$ cat src/pkg/tps_pkg.sv
`default_nettype none
package tps_pkg;

  // ==========================================================================
  // Addressing
  // ==========================================================================
  localparam logic [4:0] TPS_ADDR_FIXED = 5'h18;   // Upper five address bits
  localparam int         TPS_RW_BIT     = 0;
  localparam logic       TPS_RW_READ    = 1'b1;
  localparam int         TPS_TYPE_BIT   = 7;       // First bit on the wire
  localparam logic       TPS_TYPE_DIV   = 1'b0;
  localparam logic [2:0] TPS_LAST_BIT   = 3'h7;
  localparam logic [2:0] TPS_CNT_ONE    = 3'h1;
  localparam logic [2:0] TPS_CNT_ZERO   = 3'h0;

  // ==========================================================================
  // Control byte fields (bit 1 on the wire is index 7)
  // ==========================================================================
  localparam int TPS_CTL_CP  = 6;
  localparam int TPS_CTL_T1  = 5;
  localparam int TPS_CTL_T0  = 4;
  localparam int TPS_CTL_TS2 = 3;
  localparam int TPS_CTL_TS1 = 2;
  localparam int TPS_CTL_TS0 = 1;
  localparam int TPS_CTL_OS  = 0;

  // ==========================================================================
  // Port byte fields
  // ==========================================================================
  localparam int TPS_PRT_C    = 7;
  localparam int TPS_PRT_IF   = 6;
  localparam int TPS_PRT_B    = 5;
  localparam int TPS_PRT_A    = 4;
  localparam int TPS_PRT_BAND = 0;

  // ==========================================================================
  // Reset values and constants
  // ==========================================================================
  localparam logic [14:0] TPS_RST_COUNT  = 15'h0000;
  localparam logic [7:0]  TPS_RST_CTL    = 8'h83;  // Step 125 kHz, amp off
  localparam logic [7:0]  TPS_RST_PORT   = 8'h00;
  localparam logic [2:0]  TPS_STATUS_PAD = 3'h7;
  localparam logic [7:0]  TPS_REF_DIV_LO = 8'h80;  // Divide by 128
  localparam logic [7:0]  TPS_REF_DIV_HI = 8'h40;  // Divide by 64
  localparam int          TPS_SYNC_W     = 9;

  // ==========================================================================
  // Types
  // ==========================================================================
  typedef enum logic [2:0] {
    TPS_ST_IDLE  = 3'b000,
    TPS_ST_ADDR  = 3'b001,
    TPS_ST_WDATA = 3'b010,
    TPS_ST_ACK   = 3'b011,
    TPS_ST_RDATA = 3'b100,
    TPS_ST_RACK  = 3'b101
  } tps_state_t;

  typedef enum logic [1:0] {
    TPS_PH_CLASSIFY = 2'b00,
    TPS_PH_DIV_LO   = 2'b01,
    TPS_PH_PORT     = 2'b10
  } tps_phase_t;

endpackage : tps_pkg
`default_nettype wire

$ cat src/logic/tps_serial_ctrl.sv
`timescale 1ns/1ps
`default_nettype none

// Overview of operation
// - Address LSB zero writes, one reads
// - Four addresses selected by address pins
// - Acknowledge a matching address byte
// - Acknowledge every received write data byte
// - First bit zero means divider data
// - Commit at end of every count-low, control and port byte
// - Divider pair applied as one update
// - More bytes may follow until stop
// - Abort keeps latched bytes, drops a lone count byte
// - Pair carries marker plus fifteen-bit count
// - Output reference ratio and twice-count multiplier
// - Control bit 2 selects pump current
// - Control bit 3 test mode, 5-6 function
// - Control bit 4 switches pump off
// - Control bit 7 picks divide 128 or 64
// - Control bit 8 turns amplifier off
// - Port bits 1,3,4 drive general ports
// - Port bit 2 selects IF output
// - Port bit 8 drives band switch
// - Power-up flag sets, clears after read
// - Status bit 2 reports lock
// - Status bits 3-5 report comparator levels
// - Five fixed address bits, two from pins
// - General port bit one means on
module tps_serial_ctrl
  import tps_pkg::*;
(
  input  wire logic        ref_clk,
  input  wire logic        srst,
  input  wire logic        scl_pin,
  input  wire logic        sda_pin_in,
  output var  logic        sda_pin_out,
  output var  logic        sda_pin_oe,
  input  wire logic        hw_address_bit_hi,
  input  wire logic        hw_address_bit_lo,
  input  wire logic        lock_detect_in,
  input  wire logic        level_in_a,
  input  wire logic        level_in_b,
  input  wire logic        level_in_c,
  input  wire logic        supply_ok,
  output var  logic [14:0] loop_divider_count,
  output var  logic        pump_current_select,
  output var  logic        test_mode_enable,
  output var  logic        pump_disable,
  output var  logic        test_select_hi,
  output var  logic        test_select_lo,
  output var  logic        ref_divider_select,
  output var  logic        tuning_amp_disable,
  output var  logic [7:0]  ref_div_ratio,
  output var  logic [15:0] synth_multiplier,
  output var  logic        gen_port_a,
  output var  logic        gen_port_b,
  output var  logic        gen_port_c,
  output var  logic        if_output_select,
  output var  logic        band_switch_out,
  output var  logic        pll_locked_status
);

  // ==========================================================================
  // Pin synchronisation
  // ==========================================================================
  logic [TPS_SYNC_W-1:0] pins_raw;
  logic [TPS_SYNC_W-1:0] pins_s;

  assign pins_raw = {supply_ok, level_in_c, level_in_b, level_in_a, lock_detect_in,
                     hw_address_bit_hi, hw_address_bit_lo, sda_pin_in, scl_pin};

  tps_sync u_sync (
    .ref_clk  (ref_clk),
    .srst     (srst),
    .async_in (pins_raw),
    .sync_out (pins_s)
  );

  logic       scl_s;
  logic       sda_s;
  logic [1:0] hw_addr_s;
  logic       lock_s;
  logic [2:0] level_s;
  logic       supply_s;

  // Named views of the synchronised pins
  assign scl_s     = pins_s[0];
  assign sda_s     = pins_s[1];
  assign hw_addr_s = pins_s[3:2];
  assign lock_s    = pins_s[4];
  assign level_s   = pins_s[7:5];
  assign supply_s  = pins_s[8];

  // ==========================================================================
  // Bus condition detection
  // ==========================================================================
  logic scl_prev_q;
  logic sda_prev_q;

  // Previous samples for edge detection
  always_ff @(posedge ref_clk) begin
    if (srst) begin
      scl_prev_q <= 1'b1;
      sda_prev_q <= 1'b1;
    end else begin
      scl_prev_q <= scl_s;
      sda_prev_q <= sda_s;
    end
  end

  logic scl_rise;
  logic scl_fall;
  logic bus_start;
  logic bus_stop;

  // Slow bus edges are safe: data only changes while the clock is low
  assign scl_rise  = scl_s & ~scl_prev_q;
  assign scl_fall  = ~scl_s & scl_prev_q;
  assign bus_start = scl_s & scl_prev_q & sda_prev_q & ~sda_s;
  assign bus_stop  = scl_s & scl_prev_q & ~sda_prev_q & sda_s;

  // ==========================================================================
  // Protocol engine
  // ==========================================================================
  tps_state_t state_q;
  tps_state_t state_d;
  logic [2:0] bit_cnt_q;
  logic [2:0] bit_cnt_d;
  logic [7:0] rx_shift_q;
  logic [7:0] rx_shift_d;
  logic [7:0] tx_shift_q;
  logic [7:0] tx_shift_d;
  logic       drive_low_q;
  logic       drive_low_d;
  logic       read_dir_q;
  logic       read_dir_d;
  logic       ack_pend_q;
  logic       ack_pend_d;
  logic       master_ack_q;
  logic       master_ack_d;
  logic       por_flag_q;

  logic [7:0] rx_byte;
  logic       byte_done;
  logic       addr_match;
  logic       data_strobe;
  logic       read_done;

  // Assemble the status byte
  function automatic logic [7:0] tps_status(input logic por, input logic lock, input logic [2:0] lvl);
    tps_status = {por, lock, lvl[2], lvl[1], lvl[0], TPS_STATUS_PAD};
  endfunction : tps_status

  logic [7:0] status_now;

  assign status_now  = tps_status(por_flag_q, lock_s, level_s);
  assign rx_byte     = {rx_shift_q[6:0], sda_s};
  assign byte_done   = scl_rise & (bit_cnt_q == TPS_LAST_BIT);
  // Fixed prefix plus the two pin-selected bits
  assign addr_match  = (rx_byte[7:3] == TPS_ADDR_FIXED) & (rx_byte[2:1] == hw_addr_s);
  assign data_strobe = (state_q == TPS_ST_WDATA) & byte_done & ~bus_start & ~bus_stop;
  assign read_done   = (state_q == TPS_ST_RDATA) & scl_fall & (bit_cnt_q == TPS_LAST_BIT);

  // Next-state logic; start and stop override any state
  always_comb begin
    state_d      = state_q;
    bit_cnt_d    = bit_cnt_q;
    rx_shift_d   = rx_shift_q;
    tx_shift_d   = tx_shift_q;
    drive_low_d  = drive_low_q;
    read_dir_d   = read_dir_q;
    ack_pend_d   = ack_pend_q;
    master_ack_d = master_ack_q;
    if (bus_start) begin
      state_d     = TPS_ST_ADDR;
      bit_cnt_d   = TPS_CNT_ZERO;
      drive_low_d = 1'b0;
      ack_pend_d  = 1'b0;
    end else if (bus_stop) begin
      state_d     = TPS_ST_IDLE;
      drive_low_d = 1'b0;
      ack_pend_d  = 1'b0;
    end else begin
      case (state_q)
        TPS_ST_ADDR, TPS_ST_WDATA: begin
          if (scl_rise) begin
            rx_shift_d = rx_byte;
            bit_cnt_d  = bit_cnt_q + TPS_CNT_ONE;
          end
          if (byte_done) begin
            if (state_q == TPS_ST_WDATA) begin
              ack_pend_d = 1'b1;
            end else if (addr_match) begin
              ack_pend_d = 1'b1;
              read_dir_d = (rx_byte[TPS_RW_BIT] == TPS_RW_READ);
            end else begin
              state_d = TPS_ST_IDLE;
            end
          end
          if (scl_fall && ack_pend_q) begin
            state_d     = TPS_ST_ACK;
            drive_low_d = 1'b1;
            ack_pend_d  = 1'b0;
          end
        end
        TPS_ST_ACK: begin
          if (scl_fall) begin
            bit_cnt_d = TPS_CNT_ZERO;
            if (read_dir_q) begin
              state_d     = TPS_ST_RDATA;
              tx_shift_d  = status_now;
              drive_low_d = ~status_now[TPS_TYPE_BIT];
            end else begin
              state_d     = TPS_ST_WDATA;
              drive_low_d = 1'b0;
            end
          end
        end
        TPS_ST_RDATA: begin
          if (scl_fall) begin
            if (bit_cnt_q == TPS_LAST_BIT) begin
              state_d     = TPS_ST_RACK;
              drive_low_d = 1'b0;
            end else begin
              tx_shift_d  = {tx_shift_q[6:0], 1'b0};
              drive_low_d = ~tx_shift_q[TPS_TYPE_BIT-1];
              bit_cnt_d   = bit_cnt_q + TPS_CNT_ONE;
            end
          end
        end
        TPS_ST_RACK: begin
          if (scl_rise) begin
            master_ack_d = ~sda_s;
          end
          if (scl_fall) begin
            bit_cnt_d = TPS_CNT_ZERO;
            if (master_ack_q) begin
              state_d     = TPS_ST_RDATA;
              tx_shift_d  = status_now;
              drive_low_d = ~status_now[TPS_TYPE_BIT];
            end else begin
              state_d = TPS_ST_IDLE;
            end
          end
        end
        default: begin
          state_d     = TPS_ST_IDLE;
          drive_low_d = 1'b0;
        end
      endcase
    end
  end

  // Engine registers
  always_ff @(posedge ref_clk) begin
    if (srst) begin
      state_q      <= TPS_ST_IDLE;
      bit_cnt_q    <= TPS_CNT_ZERO;
      rx_shift_q   <= 8'h00;
      tx_shift_q   <= 8'h00;
      drive_low_q  <= 1'b0;
      read_dir_q   <= 1'b0;
      ack_pend_q   <= 1'b0;
      master_ack_q <= 1'b0;
    end else begin
      state_q      <= state_d;
      bit_cnt_q    <= bit_cnt_d;
      rx_shift_q   <= rx_shift_d;
      tx_shift_q   <= tx_shift_d;
      drive_low_q  <= drive_low_d;
      read_dir_q   <= read_dir_d;
      ack_pend_q   <= ack_pend_d;
      master_ack_q <= master_ack_d;
    end
  end

  // ==========================================================================
  // Power-up flag
  // ==========================================================================
  // Supply loss wins over the clear so a dip during a read is not missed
  always_ff @(posedge ref_clk) begin
    if (srst) begin
      por_flag_q <= 1'b1;
    end else if (!supply_s) begin
      por_flag_q <= 1'b1;
    end else if (read_done) begin
      por_flag_q <= 1'b0;
    end
  end

  // ==========================================================================
  // Write data latching
  // ==========================================================================
  tps_phase_t  phase_q;
  logic [6:0]  div_hi_q;
  logic [14:0] count_q;
  logic [7:0]  ctl_q;
  logic [7:0]  port_q;

  logic is_div_byte;

  assign is_div_byte = (rx_byte[TPS_TYPE_BIT] == TPS_TYPE_DIV);

  // Divider pairs commit only on completion, control and port bytes each at their own end; a lone count byte dies on start/stop
  always_ff @(posedge ref_clk) begin
    if (srst) begin
      phase_q  <= TPS_PH_CLASSIFY;
      div_hi_q <= 7'h00;
      count_q  <= TPS_RST_COUNT;
      ctl_q    <= TPS_RST_CTL;
      port_q   <= TPS_RST_PORT;
    end else if (bus_start || bus_stop) begin
      phase_q <= TPS_PH_CLASSIFY;
    end else if (data_strobe) begin
      case (phase_q)
        TPS_PH_DIV_LO: begin
          count_q <= {div_hi_q, rx_byte};
          phase_q <= TPS_PH_CLASSIFY;
        end
        TPS_PH_PORT: begin
          port_q  <= rx_byte;
          phase_q <= TPS_PH_CLASSIFY;
        end
        default: begin
          if (is_div_byte) begin
            div_hi_q <= rx_byte[6:0];
            phase_q  <= TPS_PH_DIV_LO;
          end else begin
            ctl_q   <= rx_byte;
            phase_q <= TPS_PH_PORT;
          end
        end
      endcase
    end
  end

  // ==========================================================================
  // Output register stage
  // ==========================================================================
  logic ports_forced_off;

  // Test combination that forces the general ports off
  assign ports_forced_off = ctl_q[TPS_CTL_T1] & ctl_q[TPS_CTL_TS2] & ctl_q[TPS_CTL_TS1] & ~ctl_q[TPS_CTL_TS0];

  logic [14:0] count_out_q;
  logic [7:0]  ctl_out_q;
  logic [7:0]  ref_ratio_q;
  logic [15:0] mult_q;
  logic [2:0]  gen_ports_q;
  logic        if_sel_q;
  logic        band_q;
  logic        lock_q;
  logic        sda_out_q;
  logic        sda_oe_q;

  // Outputs follow their registers one cycle later, glitch free at the pins
  always_ff @(posedge ref_clk) begin
    if (srst) begin
      count_out_q <= TPS_RST_COUNT;
      ctl_out_q   <= TPS_RST_CTL;
      ref_ratio_q <= TPS_REF_DIV_HI;
      mult_q      <= 16'h0000;
      gen_ports_q <= 3'h0;
      if_sel_q    <= 1'b0;
      band_q      <= 1'b0;
      lock_q      <= 1'b0;
      sda_out_q   <= 1'b0;
      sda_oe_q    <= 1'b0;
    end else begin
      count_out_q <= count_q;
      ctl_out_q   <= ctl_q;
      ref_ratio_q <= ctl_q[TPS_CTL_TS0] ? TPS_REF_DIV_HI : TPS_REF_DIV_LO;
      mult_q      <= {count_q, 1'b0};
      gen_ports_q <= {port_q[TPS_PRT_C], port_q[TPS_PRT_B], port_q[TPS_PRT_A]} & {3{~ports_forced_off}};
      if_sel_q    <= port_q[TPS_PRT_IF];
      band_q      <= port_q[TPS_PRT_BAND];
      lock_q      <= lock_s;
      sda_out_q   <= 1'b0;                 // Open drain: only ever pulls low
      sda_oe_q    <= drive_low_q;
    end
  end

  // Pin and field mapping
  assign loop_divider_count  = count_out_q;
  assign pump_current_select = ctl_out_q[TPS_CTL_CP];
  assign test_mode_enable    = ctl_out_q[TPS_CTL_T1];
  assign pump_disable        = ctl_out_q[TPS_CTL_T0];
  assign test_select_hi      = ctl_out_q[TPS_CTL_TS2];
  assign test_select_lo      = ctl_out_q[TPS_CTL_TS1];
  assign ref_divider_select  = ctl_out_q[TPS_CTL_TS0];
  assign tuning_amp_disable  = ctl_out_q[TPS_CTL_OS];
  assign ref_div_ratio       = ref_ratio_q;
  assign synth_multiplier    = mult_q;
  assign gen_port_c          = gen_ports_q[2];
  assign gen_port_b          = gen_ports_q[1];
  assign gen_port_a          = gen_ports_q[0];
  assign if_output_select    = if_sel_q;
  assign band_switch_out     = band_q;
  assign pll_locked_status   = lock_q;
  assign sda_pin_out         = sda_out_q;
  assign sda_pin_oe          = sda_oe_q;

endmodule : tps_serial_ctrl
`default_nettype wire

$ cat src/logic/tps_sync.sv
`timescale 1ns/1ps
`default_nettype none

// ============================================================================
// Two-flop synchroniser for pin inputs
// ============================================================================
module tps_sync
  import tps_pkg::*;
(
  input  wire logic                  ref_clk,
  input  wire logic                  srst,
  input  wire logic [TPS_SYNC_W-1:0] async_in,
  output var  logic [TPS_SYNC_W-1:0] sync_out
);

  logic [TPS_SYNC_W-1:0] meta_q;
  logic [TPS_SYNC_W-1:0] stable_q;

  // First stage feeds only the second stage
  always_ff @(posedge ref_clk) begin
    if (srst) begin
      meta_q   <= '0;
      stable_q <= '0;
    end else begin
      meta_q   <= async_in;
      stable_q <= meta_q;
    end
  end

  assign sync_out = stable_q;

endmodule : tps_sync
`default_nettype wire

$ cat config.mk
export PLATFORM = sky130hd
export DESIGN_NAME = tps_serial_ctrl
export DESIGN_NICKNAME = d
export VERILOG_FILES = /design/src/pkg/tps_pkg.sv /design/src/logic/tps_serial_ctrl.sv /design/src/logic/tps_sync.sv
export SDC_FILE = /design/constraint.sdc
export NUM_CORES = 1
export LEC_CHECK = 0
export BUFFER_PORTS_ARGS = -buffer_cell sky130_fd_sc_hd__buf_2
export CAP_MARGIN = 20
export CORE_UTILIZATION = 50
export DETAILED_ROUTE_END_ITERATION = 6
export MAX_ROUTING_LAYER = met4
export PLACE_DENSITY = 0.74
export SLEW_MARGIN = 20
export SYNTH_ARGS = -nofsm -noshare
export SYNTH_HDL_FRONTEND = slang
export SYNTH_SLANG_ARGS = --single-unit
$ cat constraint.sdc
create_clock -name ref_clk -period 1.9 [get_ports ref_clk]
set_input_delay 0.38 -clock ref_clk [delete_from_list [all_inputs] [get_ports ref_clk]]
set_output_delay 0.38 -clock ref_clk [all_outputs]
set_load 0.01 [all_outputs]
==> impl_results.md <==
* Status: complete, no violations
* Switching part of the total at 0.254
* Most common cell in the netlist: dfxtp_1
* IO buf count at 56
* Setup TNS Final at 0 ns
* Crit path kind: flop to flop
* FF+latch count, synth at 111
* Post-synth EDFFs at 0
* Unrepaired setup endpoints after global routing: false
* Post-layout util at 0.584
* Num ports at 65
* Cell area after synthesis at 4250 um2
* Dpl ws at 0.0508 ns
* Drt total wl at 7860 um
* Clock Pin Slew Worst Setup and Hold Paths at 0.11 ns
* Initial antenna violation count at 0
* Placed cells at 589
* Area occupied by multi-input gates at 1720 um2
* Slew Limit Fails at 0
* WL/cell at 13.0 um
* Post-synth ARST share at 0
* Residual DRC at 0
* Required @ worst endpoint at 2.15 ns
* Fmax at 0.569 GHz
* Clock Power Share at 0.350
* Max-Cap Viols at 0
* Synth warn at 0
* Psw at 1.01 mW
* N_diodes at 0
* CTS Root Cell: clkbuf_8
* Layout cells sized above 1 at 0.232
* Synthesized netlist cell count at 445
* Post-synth top area cell: dfxtp_1
* Vias/cell at 5.06
* Layout area overhead at 12.7%
* Sequential share of power at 0.601
* Grt total ovfl at 0
* Register Area at 2220 um2
* Final setup skew at 0.0103 ns
* Fill cells at 732
* Synthesized area per cell at 9.56 um2
* Tot GR Track Use at 0.198
* CTS buffer count at 9
* Prevailing post-synth register cell: dfxtp_1
* Worst hold slack at 0.202 ns
* Worst-path fanout max at 6
* Synth top cells by count: 111 x dfxtp_1, 63 x nand2_1, 45 x nor2b_1
* Fin crit share at 0.925
* Crit path DAT at 2.01 ns
* Worst-Skew Late Latency at 0.38 ns
* Leakage dissipation at 2.00 nW
* Die Span X at 94.2 um
* CTS tree: yes
* Pin count of the biggest net entering global routing at 24
* Synth cell types at 54
* PwrDens at 826 nW/um2
* Die Y at 94.2 um
* Most area-consuming cells after synthesis: dfxtp_1 52%, nor2b_1 6.6%, nand2_1 5.6%
* Max IR drop VDD at 0.000575 V
* Htree depth at 3
* Final worst slack at 0.143 ns
* Core ar. at 8220 um2
* FP Rows at 33
* Post-route insts no fill at 606
* Combinational share of power at 0.049
* Internal at 2.95 mW
* Starting Density at 0.518
* Dpl cell area at 4580 um2
* Dpl hpwl at 5550 um
* PnR Total Power at 3.96 mW
* HP Class: primary input to flop
* Final Hold Viols at 0
* Period minus WS final at 1.76 ns
* CP startpoint kind: flop
* DRT antenna net count at 0
* Crit. End Element: flop
* Drt first pass iters at 4
* First-pass GRT wire length at 13200 um
* Vias in the first global route at 2716
* Global placer's final weighted congestion at 0.894
* Clock buffer depth at 2
* Vias at 3064
* Synth top area share at 0.523
* TritonCTS Sinks at 111
* Die area at 8880 um2
* Nets at 511
* Final setup viols at 0
* Sequential share of the synthesized area at 0.523
* Initial drt markers at 198
* Post-route cell area at 4790 um2
==> path summary, 6_finish.rpt <==
check	start	end	slack, ns	cells past startpoint
hold / removal	hw_address_bit_hi	u_sync.meta_q[3]	0.20	2
setup reg to reg	bit_cnt_q[0]	bit_cnt_q[2]	0.14	7
hold reg to reg	u_sync.sync_out[8]	por_flag_q	0.40	1
setup / recovery	bit_cnt_q[0]	bit_cnt_q[2]	0.14	7
==> worst max-delay path, cell delays in order (launching register included) <==
cell and delay [ns]:
dfxtp_1 0.34, ha_1 0.20, ha_1 0.20, buf_4 0.17, a2bb2oi_1 0.13, o2bb2ai_1 0.14, o2111ai_1 0.26, mux2i_1 0.19
==> cell families (layout without fill, tap and decap cells) <==
group | Yosys count | count (layout) | share of synthesized area
other | 1 | 8 | 0.000882
buffers and inverters | 57 | 106 | 0.0803
adder cells (fa/ha/maj) | 5 | 5 | 0.0141
multiplexers | 21 | 21 | 0.0494
AO/OA/AOI/OAI | 67 | 67 | 0.104
XOR/XNOR | 4 | 4 | 0.00824
flip-flops | 111 | 111 | 0.523
AND/OR/NAND/NOR | 179 | 179 | 0.220
==> registers in the layout, summed over array words and instances (netlist names), 2 cells and up <==
| register | flops |
|---|---|
| u_sync.meta_q | 9 |
| tx_shift_q | 7 |
| rx_shift_q | 7 |
| synth_multiplier | 15 |
| u_sync.sync_out | 9 |
| gen_ports_q | 3 |
| bit_cnt_q | 3 |
| state_q | 3 |
| count_q | 15 |
| phase_q | 2 |
| ctl_out_q | 7 |
| div_hi_q | 7 |
| ctl_q | 7 |
| port_q | 5 |
==> timing repair <==
item | 4_1_cts | 5_1_grt
resized for setup | 0 | 4
setup buffers | 0 | 1
setup endpoints to repair | 0 | 26
hold buffers | 0 | 0
==> layout by cell type (no fill, tap or decap), types with 6 or more instances in the layout <==
cell type / synthesis / routed
a21oi_1: 28 / 28
clkbuf_8: 0 / 9
o21ai_0: 8 / 8
nand3_1: 9 / 9
inv_1: 9 / 9
nor2_1: 30 / 30
and2_1: 6 / 6
buf_4: 28 / 24
nand2_1: 63 / 63
mux2i_1: 21 / 21
dfxtp_1: 111 / 109
buf_2: 6 / 56
nor2b_1: 45 / 45
conb_1: 1 / 8
==> power groups by stage <==
stage / sequential (mW) / clock [mW] / combinational, mW
finish: 2.38 / 1.39 / 0.192
global route: 2.39 / 1.51 / 0.216
CTS: 2.38 / 1.42 / 0.190
detailed placement: 2.43 / 0 / 0.190
global placement: 2.43 / 0 / 0.188
floorplan: 2.43 / 0 / 0.150
==> routing by layer <==
layer,vias up,track usage,part of all wire
met1,1398,0.272,0.49
met3,14,0.0445,0.053
li1,1554,-,-
met4,0,0.0821,0.017
met5,-,-,0
met2,98,0.280,0.44
==> final cells by class <==
cell class	count	share of cell area
inverter	9	0.00705
tap	105	0.0274
sequential	111	0.464
clock inverter	7	0.0159
timing repair buffer	81	0.100
multi-input combinational	284	0.360
clock buffer	9	0.0258
(Power assumes the default switching activity.)
